[src/rtl/on_lock_pkg.sv]
// Purpose: Shared constants and types of the switch-on interlock monitor.
// Assumes: 125 MHz system clock.
// Notes: Source selector codes are grouped in contiguous ranges.
package on_lock_pkg;

  // ************************************************************
  // Clock and timebase
  // ************************************************************
  localparam int CLK_PERIOD_PS = 8000;
  localparam longint TICK_TIME_PS = 64'h0000_0017_4876_E800;
  localparam int TICK_CYCLES = int'(TICK_TIME_PS / CLK_PERIOD_PS);

  // ************************************************************
  // Delay setting, in 0.1 s steps
  // ************************************************************
  localparam int DELAY_W = 12;
  localparam logic [DELAY_W-1:0] DELAY_MAX = 12'hBB8;
  localparam logic [DELAY_W-1:0] DELAY_RESET = 12'h000;

  // ************************************************************
  // Lock source selector
  // ************************************************************
  localparam int SEL_W = 8;
  localparam int BASE_DI_N = 8;
  localparam int EXT_DI_N = 6;
  localparam int CAB_DI_N = 8;
  localparam int CW_W = 16;
  localparam int NET_WORDS = 4;
  localparam logic [SEL_W-1:0] SEL_NONE = 8'h00;
  localparam logic [SEL_W-1:0] SEL_DI_HI = 8'h01;
  localparam logic [SEL_W-1:0] SEL_DI_LO = 8'h09;
  localparam logic [SEL_W-1:0] SEL_EXT_HI = 8'h11;
  localparam logic [SEL_W-1:0] SEL_EXT_LO = 8'h17;
  localparam logic [SEL_W-1:0] SEL_CAB_HI = 8'h1D;
  localparam logic [SEL_W-1:0] SEL_CAB_LO = 8'h25;
  localparam logic [SEL_W-1:0] SEL_TERM = 8'h30;
  localparam logic [SEL_W-1:0] SEL_NET = 8'h40;
  localparam logic [SEL_W-1:0] SEL_NET_END = 8'h80;
  localparam logic [3:0] PROFILE_TOP_BIT = 4'hA;
  localparam logic [3:0] NET_FIRST_BIT = 4'h1;

  // ************************************************************
  // Response modes and monitor states
  // ************************************************************
  typedef enum logic [1:0] {
    resp_warn_only = 2'b00,
    resp_error_only = 2'b01,
    resp_warn_then_error = 2'b10
  } resp_mode_t;

  typedef enum logic [2:0] {
    ST_IDLE = 3'b000,
    ST_RUN_DELAY = 3'b001,
    ST_RUN_EXPIRED = 3'b011,
    ST_ERROR = 3'b010,
    ST_STOP_LOCK = 3'b110
  } lock_state_t;

endpackage

[src/rtl/lock_delay_timer.sv]
// Purpose: 0.1 s timebase and delay counter of the interlock.
// Assumes: i_run stays high for as long as the delay must run.
// Notes: Dropping i_run clears both prescaler and count.
`timescale 1ns/1ps
module lock_delay_timer #(
  parameter int TICK_CYCLES = on_lock_pkg::TICK_CYCLES
) (
  input wire logic i_sys_clk,
  input wire logic i_rst,
  input wire logic i_run,
  input wire logic [on_lock_pkg::DELAY_W-1:0] i_delay,
  output logic o_expired
);
  import on_lock_pkg::*;

  localparam int PRE_W = $clog2(TICK_CYCLES + 1);
  localparam logic [PRE_W-1:0] PRE_LAST = PRE_W'(TICK_CYCLES - 1);

  logic [PRE_W-1:0] pre_q;
  logic [DELAY_W-1:0] cnt_q;
  logic tick;

  assign tick = i_run && (pre_q == PRE_LAST);

  // ************************************************************
  // Prescaler
  // ************************************************************
  // aligned tick start
  always_ff @(posedge i_sys_clk or posedge i_rst) begin
    if (i_rst) begin
      pre_q <= '0;
    end else if (!i_run || tick) begin
      pre_q <= '0;
    end else begin
      pre_q <= pre_q + PRE_W'(1);
    end
  end

  // ************************************************************
  // Tick counter
  // ************************************************************
  // count, hold at DELAY_MAX, clear when i_run drops
  always_ff @(posedge i_sys_clk or posedge i_rst) begin
    if (i_rst) begin
      cnt_q <= '0;
    end else if (!i_run) begin
      cnt_q <= '0;
    end else if (tick && cnt_q != DELAY_MAX) begin
      cnt_q <= cnt_q + DELAY_W'(1);
    end
  end

  always_ff @(posedge i_sys_clk or posedge i_rst) begin
    if (i_rst) begin
      o_expired <= 1'b0;
    end else begin
      o_expired <= i_run && (cnt_q >= i_delay);
    end
  end

endmodule

[src/rtl/switch_on_interlock_monitor.sv]
// Purpose: Switch-on interlock monitor of a motor drive.
// Assumes: All inputs synchronous to i_sys_clk.
// Notes: Error latches until i_err_clear with the lock released.
`timescale 1ns/1ps
module switch_on_interlock_monitor #(
  parameter int TICK_CYCLES = on_lock_pkg::TICK_CYCLES
) (
  input wire logic i_sys_clk,
  input wire logic i_rst,
  input wire logic [on_lock_pkg::BASE_DI_N-1:0] i_base_di,
  input wire logic [on_lock_pkg::EXT_DI_N-1:0] i_ext_di,
  input wire logic i_ext_fitted,
  input wire logic [on_lock_pkg::CAB_DI_N-1:0] i_cab_di,
  input wire logic i_cab_fitted,
  input wire logic [on_lock_pkg::CW_W-1:0] i_terminal_cw,
  input wire logic [on_lock_pkg::CW_W-1:0] i_serial_cw,
  input wire logic [on_lock_pkg::CW_W-1:0] i_fieldbus_cw,
  input wire logic [on_lock_pkg::CW_W-1:0] i_module_cw,
  input wire logic [on_lock_pkg::CW_W-1:0] i_ethernet_cw,
  input wire logic i_io_profile,
  input wire logic i_running,
  input wire logic [on_lock_pkg::SEL_W-1:0] i_lock_sel,
  input wire logic [1:0] i_resp_mode,
  input wire logic [on_lock_pkg::DELAY_W-1:0] i_delay,
  input wire logic i_err_clear,
  output logic o_freewheel,
  output logic o_lock_warn,
  output logic o_lock_err,
  output logic o_lock_active,
  output logic o_sel_valid,
  output logic o_cfg_access,
  output logic o_delay_running,
  output logic [2:0] o_state
);
  import on_lock_pkg::*;

  // ************************************************************
  // Declarations
  // ************************************************************
  logic [CW_W-1:0] net_cw [NET_WORDS];
  logic [SEL_W-1:0] off;
  logic [3:0] bit_idx;
  logic [1:0] word_idx;
  logic sel_valid;
  logic sel_low;
  logic sel_level;
  logic lock;
  logic [DELAY_W-1:0] delay_eff;
  resp_mode_t mode;
  lock_state_t state_q;
  lock_state_t state_d;
  logic timer_run;
  logic expired;
  logic warn_d;
  logic err_d;
  logic free_d;

  assign net_cw[0] = i_serial_cw;
  assign net_cw[1] = i_fieldbus_cw;
  assign net_cw[2] = i_module_cw;
  assign net_cw[3] = i_ethernet_cw;

  // ************************************************************
  // Source decode
  // ************************************************************
  // Unfitted or profile-gated choices decode as not assigned
  always_comb begin
    sel_valid = 1'b0;
    sel_low = 1'b0;
    sel_level = 1'b0;
    off = '0;
    bit_idx = '0;
    word_idx = '0;
    if (i_lock_sel == SEL_NONE) begin
      sel_valid = 1'b0;
    end else if (i_lock_sel < SEL_DI_LO) begin
      off = i_lock_sel - SEL_DI_HI;
      sel_valid = 1'b1;
      sel_level = i_base_di[off[2:0]];
    end else if (i_lock_sel < SEL_EXT_HI) begin
      off = i_lock_sel - SEL_DI_LO;
      sel_valid = 1'b1;
      sel_low = 1'b1;
      sel_level = i_base_di[off[2:0]];
    end else if (i_lock_sel < SEL_EXT_LO) begin
      off = i_lock_sel - SEL_EXT_HI;
      sel_valid = i_ext_fitted;
      sel_level = i_ext_di[off[2:0]];
    end else if (i_lock_sel < SEL_CAB_HI) begin
      off = i_lock_sel - SEL_EXT_LO;
      sel_valid = i_ext_fitted;
      sel_low = 1'b1;
      sel_level = i_ext_di[off[2:0]];
    end else if (i_lock_sel < SEL_CAB_LO) begin
      off = i_lock_sel - SEL_CAB_HI;
      sel_valid = i_cab_fitted;
      sel_level = i_cab_di[off[2:0]];
    end else if (i_lock_sel < SEL_CAB_LO + SEL_W'(CAB_DI_N)) begin
      off = i_lock_sel - SEL_CAB_LO;
      sel_valid = i_cab_fitted;
      sel_low = 1'b1;
      sel_level = i_cab_di[off[2:0]];
    end else if (i_lock_sel >= SEL_TERM && i_lock_sel < SEL_NET) begin
      off = i_lock_sel - SEL_TERM;
      bit_idx = off[3:0];
      sel_valid = i_io_profile || (bit_idx > PROFILE_TOP_BIT);
      sel_level = i_terminal_cw[bit_idx];
    end else if (i_lock_sel >= SEL_NET && i_lock_sel < SEL_NET_END) begin
      off = i_lock_sel - SEL_NET;
      bit_idx = off[3:0];
      word_idx = off[5:4];
      sel_valid = (bit_idx >= NET_FIRST_BIT)
        && (i_io_profile || (bit_idx > PROFILE_TOP_BIT));
      sel_level = net_cw[word_idx][bit_idx];
    end
  end

  // ************************************************************
  // Lock condition and settings
  // ************************************************************
  // polarity of the source
  assign lock = sel_valid && (sel_low ? !sel_level : sel_level);

  assign delay_eff = (i_delay > DELAY_MAX) ? DELAY_MAX : i_delay;

  // Unknown response codes fall back to the default mode
  always_comb begin
    case (i_resp_mode)
      resp_error_only: mode = resp_error_only;
      resp_warn_then_error: mode = resp_warn_then_error;
      default: mode = resp_warn_only;
    endcase
  end

  // ************************************************************
  // Delay timer
  // ************************************************************
  // runs only in the delay state
  assign timer_run = (state_q == ST_RUN_DELAY) && lock && i_running;

  lock_delay_timer #(
    .TICK_CYCLES(TICK_CYCLES)
  ) u_timer (
    .i_sys_clk(i_sys_clk),
    .i_rst(i_rst),
    .i_run(timer_run),
    .i_delay(delay_eff),
    .o_expired(expired)
  );

  // ************************************************************
  // Monitor state machine
  // ************************************************************
  always_comb begin
    state_d = state_q;
    case (state_q)
      ST_IDLE: begin
        if (lock && i_running) begin
          state_d = ST_RUN_DELAY;
        end else if (lock) begin
          state_d = ST_STOP_LOCK;
        end
      end
      ST_STOP_LOCK: begin
        if (!lock) begin
          state_d = ST_IDLE;
        end else if (i_running) begin
          state_d = ST_RUN_DELAY;
        end
      end
      ST_RUN_DELAY: begin
        if (!lock) begin
          state_d = ST_IDLE;
        end else if (!i_running) begin
          state_d = ST_STOP_LOCK;
        end else if (expired) begin
          state_d = (mode == resp_warn_only) ? ST_RUN_EXPIRED : ST_ERROR;
        end
      end
      ST_RUN_EXPIRED: begin
        if (!lock) begin
          state_d = ST_IDLE;
        end else if (!i_running) begin
          state_d = ST_STOP_LOCK;
        end
      end
      ST_ERROR: begin
        if (i_err_clear && !lock) begin
          state_d = ST_IDLE;
        end
      end
      default: begin
        state_d = ST_IDLE;
      end
    endcase
  end

  always_ff @(posedge i_sys_clk or posedge i_rst) begin
    if (i_rst) begin
      state_q <= ST_IDLE;
    end else begin
      state_q <= state_d;
    end
  end

  // ************************************************************
  // Output decode from the next state
  // ************************************************************
  always_comb begin
    warn_d = 1'b0;
    err_d = 1'b0;
    free_d = 1'b0;
    case (state_d)
      ST_STOP_LOCK: begin
        free_d = 1'b1;
        warn_d = 1'b1;
      end
      ST_RUN_DELAY: begin
        warn_d = (mode == resp_warn_then_error);
      end
      ST_RUN_EXPIRED: begin
        warn_d = 1'b1;
      end
      ST_ERROR: begin
        err_d = 1'b1;
        free_d = 1'b1;
        warn_d = lock && (mode == resp_warn_then_error);
      end
      default: begin
        warn_d = 1'b0;
      end
    endcase
  end

  // ************************************************************
  // Registered outputs
  // ************************************************************
  always_ff @(posedge i_sys_clk or posedge i_rst) begin
    if (i_rst) begin
      o_freewheel <= 1'b0;
      o_lock_warn <= 1'b0;
      o_lock_err <= 1'b0;
      o_state <= ST_IDLE;
    end else begin
      o_freewheel <= free_d;
      o_lock_warn <= warn_d;
      o_lock_err <= err_d;
      o_state <= state_d;
    end
  end

  always_ff @(posedge i_sys_clk or posedge i_rst) begin
    if (i_rst) begin
      o_lock_active <= 1'b0;
      o_sel_valid <= 1'b0;
      o_cfg_access <= 1'b0;
      o_delay_running <= 1'b0;
    end else begin
      o_lock_active <= lock;
      o_sel_valid <= sel_valid;
      o_cfg_access <= (i_lock_sel != SEL_NONE) && sel_valid;
      o_delay_running <= (state_d == ST_RUN_DELAY);
    end
  end

endmodule

[config.mk]
export PLATFORM = sky130hd
export DESIGN_NAME = switch_on_interlock_monitor
export DESIGN_NICKNAME = d
export VERILOG_FILES = /design/src/rtl/on_lock_pkg.sv /design/src/rtl/lock_delay_timer.sv /design/src/rtl/switch_on_interlock_monitor.sv
export SDC_FILE = /design/constraint.sdc
export NUM_CORES = 1
export LEC_CHECK = 0
export BUFFER_PORTS_ARGS = -buffer_cell sky130_fd_sc_hd__buf_4
export CORE_AREA = 2 2 89 91
export DETAILED_ROUTE_END_ITERATION = 8
export DIE_AREA = 0 0 91 93
export PLACE_DENSITY = 0.85
export SKIP_LAST_GASP = 1
export SLEW_MARGIN = 10
export SYNTH_ARGS = -nofsm -noshare
export SYNTH_HDL_FRONTEND = slang
export SYNTH_SLANG_ARGS = --single-unit
[constraint.sdc]
create_clock -name i_sys_clk -period 5.4 [get_ports i_sys_clk]
set_input_delay 1.35 -clock i_sys_clk [delete_from_list [all_inputs] [get_ports i_sys_clk]]
set_output_delay 1.35 -clock i_sys_clk [all_outputs]
set_load 0.1 [all_outputs]
# ---- Word level (Yosys, flattened, before mapping)
# Index checks and enable logic that the tools add are counted.
dict set report word_totals {
  ff_bits 47
  in_bits 131
  out_inout_bits 10
  elab_cells 150
}
dict set report op_classes {
  add_sub_neg 10
  order_cmp 24
  eq_ne 14
  muxes 65
  n_bitwise 1
  reduce_logical 25
}
# op count
set op_table {}
lappend op_table {{$mux 1} 37}
lappend op_table {{$mux 12} 3}
lappend op_table {{$bmux 16 s2} 1}
lappend op_table {{$mux 16} 2}
lappend op_table {{$mux 3} 10}
lappend op_table {{$add 24x1->24 const B} 1}
lappend op_table {{$eq 24x24->1 const B} 1}
lappend op_table {{$lt 3x4->1 const B} 6}
lappend op_table {{$lt 8x5->1 const B} 3}
lappend op_table {{$mux 24} 1}
lappend op_table {{$bmux 1 s3} 6}
lappend op_table {{$lt 8x6->1 const B} 2}
lappend op_table {{$pmux 3 s5} 1}
lappend op_table {{$logic_and 1x1->1} 13}
lappend op_table {{$add 12x1->12 const B} 1}
lappend op_table {{$eq 3x2->1 const B} 4}
lappend op_table {{$ge 12x12->1} 1}
lappend op_table {{$gt 12x12->1 const B} 1}
lappend op_table {{$ne 12x12->1 const B} 1}
lappend op_table {{$lt 4x5->1 const B} 2}
lappend op_table {{$sub 3x1->3 const B} 3}
lappend op_table {{$sub 3x3->3 const B} 3}
lappend op_table {{$bmux 1 s4} 2}
lappend op_table {{$ge 8x6->1 const B} 1}
lappend op_table {{24 further kinds} 33}

# ---- Longest topological paths before layout
# Gate-level depths: netlist of the first run.
dict set report logic_depth {
  ltp_word 26
  depth_mapped 14
  mapped_depth_nobuf 14
}

# ---- Hierarchy
# A second synthesis of the first run with hierarchy kept.
dict set report unflattened {
  cells_unflattened 408
  hier_area_um2 3948.8
}
# mod n_inst cells_per_inst area_per_inst_um2 seq_area_each_um2
set by_module_without_submodules {}
lappend by_module_without_submodules {lock_delay_timer 1 232 2154.6 925.9}
lappend by_module_without_submodules {switch_on_interlock_monitor 1 176 1794.2 225.2}

# ---- Worst setup path after synthesis of the first run
# OpenSTA, ideal clock, no wires.
dict set report synth_path {
  path_type {input to register}
  start {input i_lock_sel[1] (netlist name)}
  end {register u_timer.pre_q[12]}
  setup_ps 69
  t_arrival_ps 3876
  required_ps 5331
  setup_slack_ps 1455
  stages 12
  path_buffers 2
  cell_sequence {clkbuf_1 -> inv_1 -> ha_1 -> xor2_2 -> mux4_2 -> a21oi_1 -> or4_1 -> a32oi_2 -> o2bb2ai_4 -> o211ai_4 -> buf_6 -> nor2_2}
}
dict set report synth_between {
  elab_chain_len 24
  elab_cells_between_ends 81
  classes_between {add/sub (8); order compare (13); mux (46); bitwise (1); reduce/logical (13)}
}
# item line
set synth_rtl {}
lappend synth_rtl {{start: declaration} switch_on_interlock_monitor.sv:22} ;# input wire logic [on_lock_pkg::SEL_W-1:0] i_lock_sel,
lappend synth_rtl {{$sub 6x1->6} switch_on_interlock_monitor.sv:109} ;# off = i_lock_sel - SEL_NET;
lappend synth_rtl {{$not 2->3 (not written as such)} switch_on_interlock_monitor.sv:114} ;# sel_level = net_cw[word_idx][bit_idx];
lappend synth_rtl {{$bmux 16 s2} switch_on_interlock_monitor.sv:114}
lappend synth_rtl {{$mux 16 (not written as such) (2 in series)} switch_on_interlock_monitor.sv:114}
lappend synth_rtl {{$bmux 1 s4} switch_on_interlock_monitor.sv:114}
lappend synth_rtl {{$mux 1 (not written as such)} switch_on_interlock_monitor.sv:114}
lappend synth_rtl {{$mux 1} switch_on_interlock_monitor.sv:108} ;# end else if (i_lock_sel >= SEL_NET && i_lock_sel < SEL_NET_END) begin
lappend synth_rtl {{$mux 1} switch_on_interlock_monitor.sv:103} ;# end else if (i_lock_sel >= SEL_TERM && i_lock_sel < SEL_NET) begin
lappend synth_rtl {{[7 not listed]} -}
lappend synth_rtl {{$logic_not 1->1} switch_on_interlock_monitor.sv:122} ;# assign lock = sel_valid && (sel_low ? !sel_level : sel_level);
lappend synth_rtl {{$mux 1} switch_on_interlock_monitor.sv:122}
lappend synth_rtl {{$logic_and 1x1->1 *} switch_on_interlock_monitor.sv:122}
lappend synth_rtl {{via lock} switch_on_interlock_monitor.sv:47} ;# logic lock;
lappend synth_rtl {{$logic_and 1x1->1 * (2 in series)} switch_on_interlock_monitor.sv:139} ;# assign timer_run = (state_q == ST_RUN_DELAY) && lock && i_running;
lappend synth_rtl {{$logic_not 1->1 or $logic_and 1x1->1 (tied branches)} {lock_delay_timer.sv:32, lock_delay_timer.sv:23}}
lappend synth_rtl {{$logic_or 1x1->1 *} lock_delay_timer.sv:32} ;# end else if (!i_run || tick) begin
lappend synth_rtl {{$mux 24 *} lock_delay_timer.sv:32}
lappend synth_rtl {{end signal: assignment} lock_delay_timer.sv:35} ;# pre_q <= pre_q + PRE_W'(1);
lappend synth_rtl {{end: declaration} lock_delay_timer.sv:19} ;# logic [PRE_W-1:0] pre_q;
# The timed path passes the listed nets; every way through them passes the cells marked *. The select of a mux whose other input is x is not followed.
# A chain may end at the register's enable or synchronous reset.

# ---- Worst setup path in the final report of the first run
dict set report layout_path {
  start {input i_lock_sel[0] (netlist name)}
  end {register u_timer.o_expired}
}
dict set report layout_between {
  elab_chain_len 22
  elab_cells_between_ends 78
  classes_between {add/sub (8); order compare (13); mux (45); bitwise (1); reduce/logical (11)}
}
# item line
set layout_rtl {}
lappend layout_rtl {{$sub 6x1->6} switch_on_interlock_monitor.sv:109}
lappend layout_rtl {{$not 2->3 (not written as such)} switch_on_interlock_monitor.sv:114}
lappend layout_rtl {{$bmux 16 s2} switch_on_interlock_monitor.sv:114}
lappend layout_rtl {{$mux 16 (not written as such) (2 in series)} switch_on_interlock_monitor.sv:114}
lappend layout_rtl {{$bmux 1 s4} switch_on_interlock_monitor.sv:114}
lappend layout_rtl {{$mux 1 (not written as such)} switch_on_interlock_monitor.sv:114}
lappend layout_rtl {{$mux 1} switch_on_interlock_monitor.sv:108}
lappend layout_rtl {{$mux 1} switch_on_interlock_monitor.sv:103}
lappend layout_rtl {{[5 not listed]} -}
lappend layout_rtl {{$mux 1} switch_on_interlock_monitor.sv:76} ;# end else if (i_lock_sel < SEL_DI_LO) begin
lappend layout_rtl {{$mux 1} switch_on_interlock_monitor.sv:74} ;# if (i_lock_sel == SEL_NONE) begin
lappend layout_rtl {{$logic_not 1->1} switch_on_interlock_monitor.sv:122}
lappend layout_rtl {{$mux 1} switch_on_interlock_monitor.sv:122}
lappend layout_rtl {{$logic_and 1x1->1 *} switch_on_interlock_monitor.sv:122}
lappend layout_rtl {{via lock} switch_on_interlock_monitor.sv:47}
lappend layout_rtl {{$logic_and 1x1->1 * (2 in series)} switch_on_interlock_monitor.sv:139}
lappend layout_rtl {{$logic_and 1x1->1 *} lock_delay_timer.sv:57} ;# o_expired <= i_run && (cnt_q >= i_delay);
lappend layout_rtl {{end signal: assignment} lock_delay_timer.sv:57}
lappend layout_rtl {{end: declaration} lock_delay_timer.sv:12} ;# output logic o_expired
# Marks and branches as above.

==> results of run 1 <==
registers in the layout (all words and copies together) (netlist names):
name	count
o_lock_err	1
u_timer.pre_q	24
o_delay_running	1
o_cfg_access	1
o_state	3
o_lock_active	1
o_freewheel	1
u_timer.cnt_q	12
u_timer.o_expired	1
o_lock_warn	1
worst max-delay path by stage:
stage	endpoint	slack, ns	depth (start not counted)
global route	u_timer.o_expired	1.11	11
global placement	u_timer.o_expired	1.22	11
detailed placement	u_timer.o_expired	1.06	11
floorplan	u_timer.pre_q[12]	1.46	12
CTS	u_timer.o_expired	1.35	11
finish	u_timer.o_expired	1.37	11
routing by layer:
layer  vias up  wire length, um  global-route usage (%)
met3        20              630                   3.465
met4         0              263                   8.207
met2       158             5434                   47.59
met1      1741             3804                   27.51
li1       1763                -                       -
met5         -                0                       0
synthesized netlist by cell type (3+ instances only):
cell	instances	area share, %
nand4_1	12	1.9
dfrtp_1	46	29
and3_1	5	0.79
mux4_2	23	13
nor2_1	55	5.2
nor3_1	7	0.88
nor2b_1	5	0.79
nor3_2	3	0.75
a21o_1	4	0.75
xnor2_1	13	2.9
buf_6	3	0.85
inv_1	18	1.7
xor2_1	22	4.8
nand2b_1	3	0.47
a21oi_1	18	2.3
o21a_1	5	0.94
nand2_1	36	3.4
ha_1	20	6.3
o21ai_0	11	1.4
nand3_1	16	2.0
nor2_2	10	1.6
or4_1	5	0.94
buf_2	7	0.88
mux2i_1	10	2.5
worst max-delay path: cells and delay by family:
family / cells / cell delay [ns]
simple gates: 2 / 0.53
compound gates: 6 / 1.61
fa+ha+maj: 1 / 0.30
buf+inv: 2 / 0.45
area by class of cell:
class | instances | area, sq um
Clock inverter | 1 | 30.03
Fill cell | 626 | 2382
Sequential cell | 46 | 1151
Multi-Input combinational cell | 330 | 2630
Timing Repair Buffer | 141 | 1059
Inverter | 19 | 71.32
Tap cell | 102 | 127.6
Clock buffer | 7 | 76.32
report_power, final:
part	leakage [uW]	switching (uW)	internal, uW	total, uW
combinational	0.00160	154	136	291
clock	0.0000524	111	138	249
sequential	0.000639	6.20	351	357
kinds of logic (layout without fill, tap and decap cells):
| group | count (synthesis) | in the layout |
|---|---|---|
| AND/OR/NAND/NOR | 177 | 177 |
| multiplexers | 35 | 35 |
| AO/OA/AOI/OAI | 61 | 61 |
| flip-flops | 46 | 46 |
| buffers and inverters | 35 | 168 |
| adder cells (fa/ha/maj) | 20 | 20 |
| XOR/XNOR | 37 | 37 |
through the flow:
step	cells	util (%)	power [uW]	hold slack, ns	setup slack (ns)
after global routing	646	68.35	937.6	0.5334	1.110
after global placement	638	66.94	649.3	0.4726	1.219
after detailed placement	638	66.94	655.2	0.4860	1.056
after floorplan	411	-	546.1	0.4539	1.455
final	646	68.35	896.9	0.4981	1.372
after CTS	646	68.35	900.3	0.4980	1.346
==> metrics.txt, run 1 <==
status=completed; Clock Sinks=46; DIE AREA=8463 sq um; IO buf count=140; post-synthesis compound-gate area fraction=about 11%; antenna cells=0; GPL Wtd Cong=roughly 0.97; IO Pins=141; type of origin of the critical path=primary input; Seq/Total Area, Yosys=slightly below 30%; RSZ-0062 raised after global routing=false; Worst IR Drop VDD=0.00008511 V; slowest stage delay, CP=0.56 ns; Initial Utilization=between 50% and 60%; ys async rst share=between 90% and 100%; syn_area_per_cell=about 9.7 sq um; reg-to-reg slack, setup=2.74 ns; Final Max Tran Viols=0; Yosys warning total=0; worst-case clock buffer depth=2; flops & latches, synth=between 40 and 50; vias in the first global route=3804; adder-cell share of the synthesized area=6.289%; largest family of logic cells by synthesized area=simple AND/OR/NAND/NOR gates; total wire length=just over 10000 um; DP Area=approximately 5000 sq um; Worst Setup SP=i_lock_sel[0]; hold depth=1; Starting DRT DRC Count=219; syn nets=between 500 and 600; Resized cells post-CTS=0; distinct cell type count after synthesis=slightly above 60; Pre-Repair DR Iteration Count=5; leading cell type in the layout, fill and taps excluded=buf_4; Post-synth EDFFs=0; post-synthesis mux area share=between 10% and 20%; postcts setup bufs=0; Clk pin slew, worst setup/hold paths=0.08 ns; Worst R2R End=u_timer.cnt_q[10]; TritonCTS clock tree=done; CTS Hold Bufs=0; post-route cell area=~5000 sq um; clock root buffer master=clkbuf_8; final worst-path cycle share=74.58%; simple-gate share of the synthesized area=between 20% and 30%; vias=~3700; Clock Latency Late Sink=~0.30 ns; PD cells=around 170 nW/um^2; Least-Margin Pin Slew=between 0.6 and 0.7 ns; total global-route track usage=between 20% and 30%; Area Overhead vs Synth=29.31%; most frequent CP cell=o21ai_0; DRT antenna net count=0; gr ovfl total=0; Post-Syn Area=between 3000 and 4000 sq um; # DRC=0; H-tree depth=2; ys flop type=dfrtp_1; Die Y=around 93 um; Worst Hold Class=reg2reg; setup_tns=0 ns; total clock buffers created by CTS=5; MaxCap Viol Count=0; routed len/inst=between 15 and 20 um; crit-path cells=buf_4, inv_1, ha_1, nor3b_1, o21ai_0, a2111oi_2, o21ai_0, a32oi_2, o2bb2ai_4, nand2_2, a21oi_1; largest net degree at the start of global routing=47; Max-slew headroom=a little under three fifths; Max Fclk=about 0.25 GHz; initial antenna violation count=0; P_leak=around 0.0023 uW; Required @ worst endpoint=5.62 ns; Die Wd=roughly 91 um; DP Wirelength=8382 um; crit-path max FO=23; Layout Skew=approximately 0.005 ns; area share of xor/xnor cells in the synthesized design=8.522%; CP Capture Type=register; fraction of layout cells with a size suffix above 1=~35%; Reg-to-Reg Start=u_timer.pre_q[14]; Worst EP arrival=roughly 4.3 ns; synthesized instance count=411; Setup Viol. Count Final=0; Slowest cell on crit path=a2111oi_2; Hold Startpoint=u_timer.pre_q[0]; Setup CP Type=in2reg; DR vias/cell=5.700; worst hold endpoint=u_timer.pre_q[0]; r2r worst-path depth=7; core area=between 7000 and 8000 sq um; Hold Fails Final Rpt=0; num rows=32; first-pass GRT wire length=around 17000 um; Nets=694; commonest cells after routing, fill and taps aside=141 x buf_4, 55 x nor2_1, 46 x dfrtp_1; minimum clock period=around 4 ns
(Power assumes the default switching activity.)
==> run 2: changes to the inputs <==
ABC_AREA = 1   (was unset)
CORE_AREA = 2 2 99 101   (was 2 2 89 91)
DIE_AREA = 0 0 101 103   (was 0 0 91 93)
PLACE_DENSITY = 0.77   (was 0.85)
clock period = 3.7 ns   (was 5.4 ns; I/O delays follow)
==> run 2 against run 1 <==
  * Final cell count increased by 43%
  * Via count up 27%
  * Power up 64%
  * Critical path depth rose by 7
  * Clock skew up 0.0049 ns
  * Sequential share of layout area is 1.3 points lower
  * Global-route usage decreased by 1.8 points
  * Combinational power increased by 110%
  * Sequential cell count did not move
  * Critical path type unchanged
==> metrics.txt, run 2 <==
Setup CP Type=in2reg; worst-case clock buffer depth=2; CTS Hold Bufs=0; postcts setup bufs=0; DIE AREA=approximately 10000 sq um; first-pass GRT wire length=between 15000 and 20000 um; PD cells=between 200 and 300 nW/um^2; total wire length=11660 um; register area=approximately 1200 sq um; Least-Margin Pin Slew=between 0.9 and 1 ns; Max Fclk=0.2974 GHz; CP delay by family, top=simple AND/OR/NAND/NOR gates; most frequent CP cell=nand2_1; Worst Hold Class=reg2reg; share of the synthesized area in the top cell type=approximately 27%; Resized cells post-CTS=0; DR vias/cell=5.096; synthesized instance count=672; Final Instance Count excl. Fillers=921; MaxCap Viol Count=0; setup_tns=0 ns; vias=approximately 4700; Die Y=103 um; routed len/inst=~13 um; DRT antenna net count=0; H-tree depth=2; IO Pins=141; Pre-Repair DR Iteration Count=5; Clock Sinks=46; RSZ-0062 raised after global routing=false; Hold Fails Final Rpt=0; # DRC=0; Clock Latency Late Sink=about 0.31 ns; clock root buffer master=clkbuf_8; area occupied by multi-input gates=2623 sq um; crit-path max FO=24; Nets=roughly 960; Top reg by flops=u_timer.pre_q; Top Registers=u_timer.pre_q x24, u_timer.cnt_q x12, o_state x3; status=completed; core area=about 9500 sq um; Yosys warning total=0; Initial Utilization=between 40% and 50%; final worst-path cycle share=between 90% and 100%; vias in the first global route=4511; slowest stage delay, CP=about 0.4 ns; commonest cells after routing, fill and taps aside=208 x nand2_1, 146 x buf_4, 91 x inv_1; TritonCTS clock tree=done; Worst EP arrival=about 3.6 ns; gr ovfl total=0; flops & latches, synth=46; CP Capture Type=register; Layout Skew=0.009847 ns; syn nets=roughly 820; worst hold endpoint=u_timer.pre_q[0]; Starting DRT DRC Count=between 200 and 250; type of origin of the critical path=primary input; Clk pin slew, worst setup/hold paths=0.08 ns; Reg-to-Reg Start=u_timer.pre_q[0]; Hold Startpoint=u_timer.pre_q[0]; Post-synth EDFFs=0; fraction of layout cells with a size suffix above 1=about 23%; synth top area cells=dfrtp_1 27%, nand2_1 18%, inv_1 8.1%, nor2_1 7.9%, ha_1 5.8%; antenna cells=0; r2r worst-path depth=14; leading cell type in the layout, fill and taps excluded=nand2_1; minimum clock period=3.362 ns; Setup Viol. Count Final=0; Seq/Total Area, Yosys=a little over a quarter; ys flop type=dfrtp_1; hold depth=1; Slowest cell on crit path=ha_1; Worst Path Buf+Inv=3; post-route setup slack=approximately 0.34 ns; most frequent cell after synthesis=nand2_1; distinct cell type count after synthesis=44; num rows=36; Worst IR Drop VDD=0.0002919 V; GPL Wtd Cong=slightly above 0.9; Post-Place Worst Slack=0.04842 ns; reg-to-reg slack, setup=about 0.90 ns; Synth top cells by count=208 x nand2_1, 92 x inv_1, 90 x nor2_1, 46 x dfrtp_1, 44 x nand3_1; Die Wd=slightly above 100 um; ys async rst share=100.0%; Worst R2R End=u_timer.cnt_q[11]; syn_area_per_cell=between 6 and 7 sq um; Area Overhead vs Synth=27.84%; Required @ worst endpoint=between 3 and 4 ns; largest net degree at the start of global routing=between 40 and 50; P_leak=0.002868 uW; fill cell count=between 900 and 1000; worst hold margin=0.4589 ns; crit-path cells=buf_4, inv_1, ha_1, inv_1, o21ai_0, o221ai_1, nand2_1, nor2_1, nor2_1, nand2_1, nand2_1, nand2_1, nand2_1, nand3_1, nand3_2, nor2_4, nand3_4, nor3b_1; max FFs per register=24; Final Max Tran Viols=0; IO buf count=140; total clock buffers created by CTS=5; Cells after DPL=between 900 and 1000; DP Wirelength=approximately 9400 um; initial antenna violation count=0; Post-Syn Area=roughly 4300 sq um; total global-route track usage=22.79%; Max-slew headroom=37.09%; Yosys top cell by area=dfrtp_1
[run 2: cell count changes after synthesis, moves of 13 or more]
cell	before	now
xor2_1	22	7
nand2_1	36	208
inv_1	18	92
nand3_1	16	44
nor2_1	55	90
mux4_2	23	0
o21ai_0	11	24
[run 2: cell families (layout without fill, tap and decap cells)]
kind of cell,Yosys count,count (layout),synth area share (%)
and+or+nand+nor,405,405,42.04
AOI/OAI and AO/OA,73,73,11.10
adders and majority gates,20,20,5.843
xor gates and xnor gates,11,11,2.249
DFF,46,46,26.88
buffers and inverters,117,252,11.89
[run 2: layer usage]
| metal | vias up | track usage [%] | share of wire [%] |
|---|---|---|---|
| met3 | 16 | 3.458 | 5.2 |
| met4 | 0 | 4.782 | 1.2 |
| met1 | 2108 | 29.11 | 45 |
| li1 | 2424 | - | - |
| met2 | 145 | 41.03 | 49 |
| met5 | - | 0 | 0 |
[run 2: power breakdown]
part | internal, uW | switching [uW]
Clock | 150 | 178
Sequential | 524 | 21.5
Combinational | 207 | 393
[run 2: worst max-delay path by stage]
stage	startpoint	slack, ns	cells after the start	end
2_1_floorplan	i_lock_sel[0]	0.40	20	u_timer.pre_q[22]
3_3_place_gp	i_lock_sel[4]	0.15	24	u_timer.pre_q[3]
3_5_place_dp	i_lock_sel[4]	0.05	24	u_timer.pre_q[5]
4_1_cts	i_lock_sel[4]	0.35	24	u_timer.pre_q[5]
5_1_grt	i_lock_sel[4]	0.008	24	u_timer.pre_q[4]
6_report	i_lock_sel[0]	0.34	18	u_timer.pre_q[5]
[run 2: layout make-up]
cell class              instances  area share [%]
multi-input cells             509           47.90
flip-flops and latches         46           21.02
clock inverters                 2          0.2285
repair buffers                146           20.02
inverters                      98           6.718
well taps                     114           2.605
clock buffers                   6           1.508
[run 2: per-stage QoR]
stage,util (%),total power [uW],cell area (sq um)
after global routing,57.88,1561,5475
after global placement,56.88,1144,5380
final,57.88,1473,5475
after detailed placement,56.88,1152,5380
after floorplan,-,950.0,4283
after CTS,57.88,1475,5475
[run 2: worst reg2reg max path: stages, from the launching register on]
cell     delay [ns]
dfrtp_1        0.37
ha_1           0.18
nand2_1        0.10
nor3_2         0.30
nand3_1        0.27
a31oi_2        0.30
nand4_1        0.17
nor2_2         0.19
nand3_1        0.12
nor2_1         0.15
nand2_1        0.10
nor2_2         0.11
nand2_1        0.07
or2_0          0.19
a21oi_1        0.11
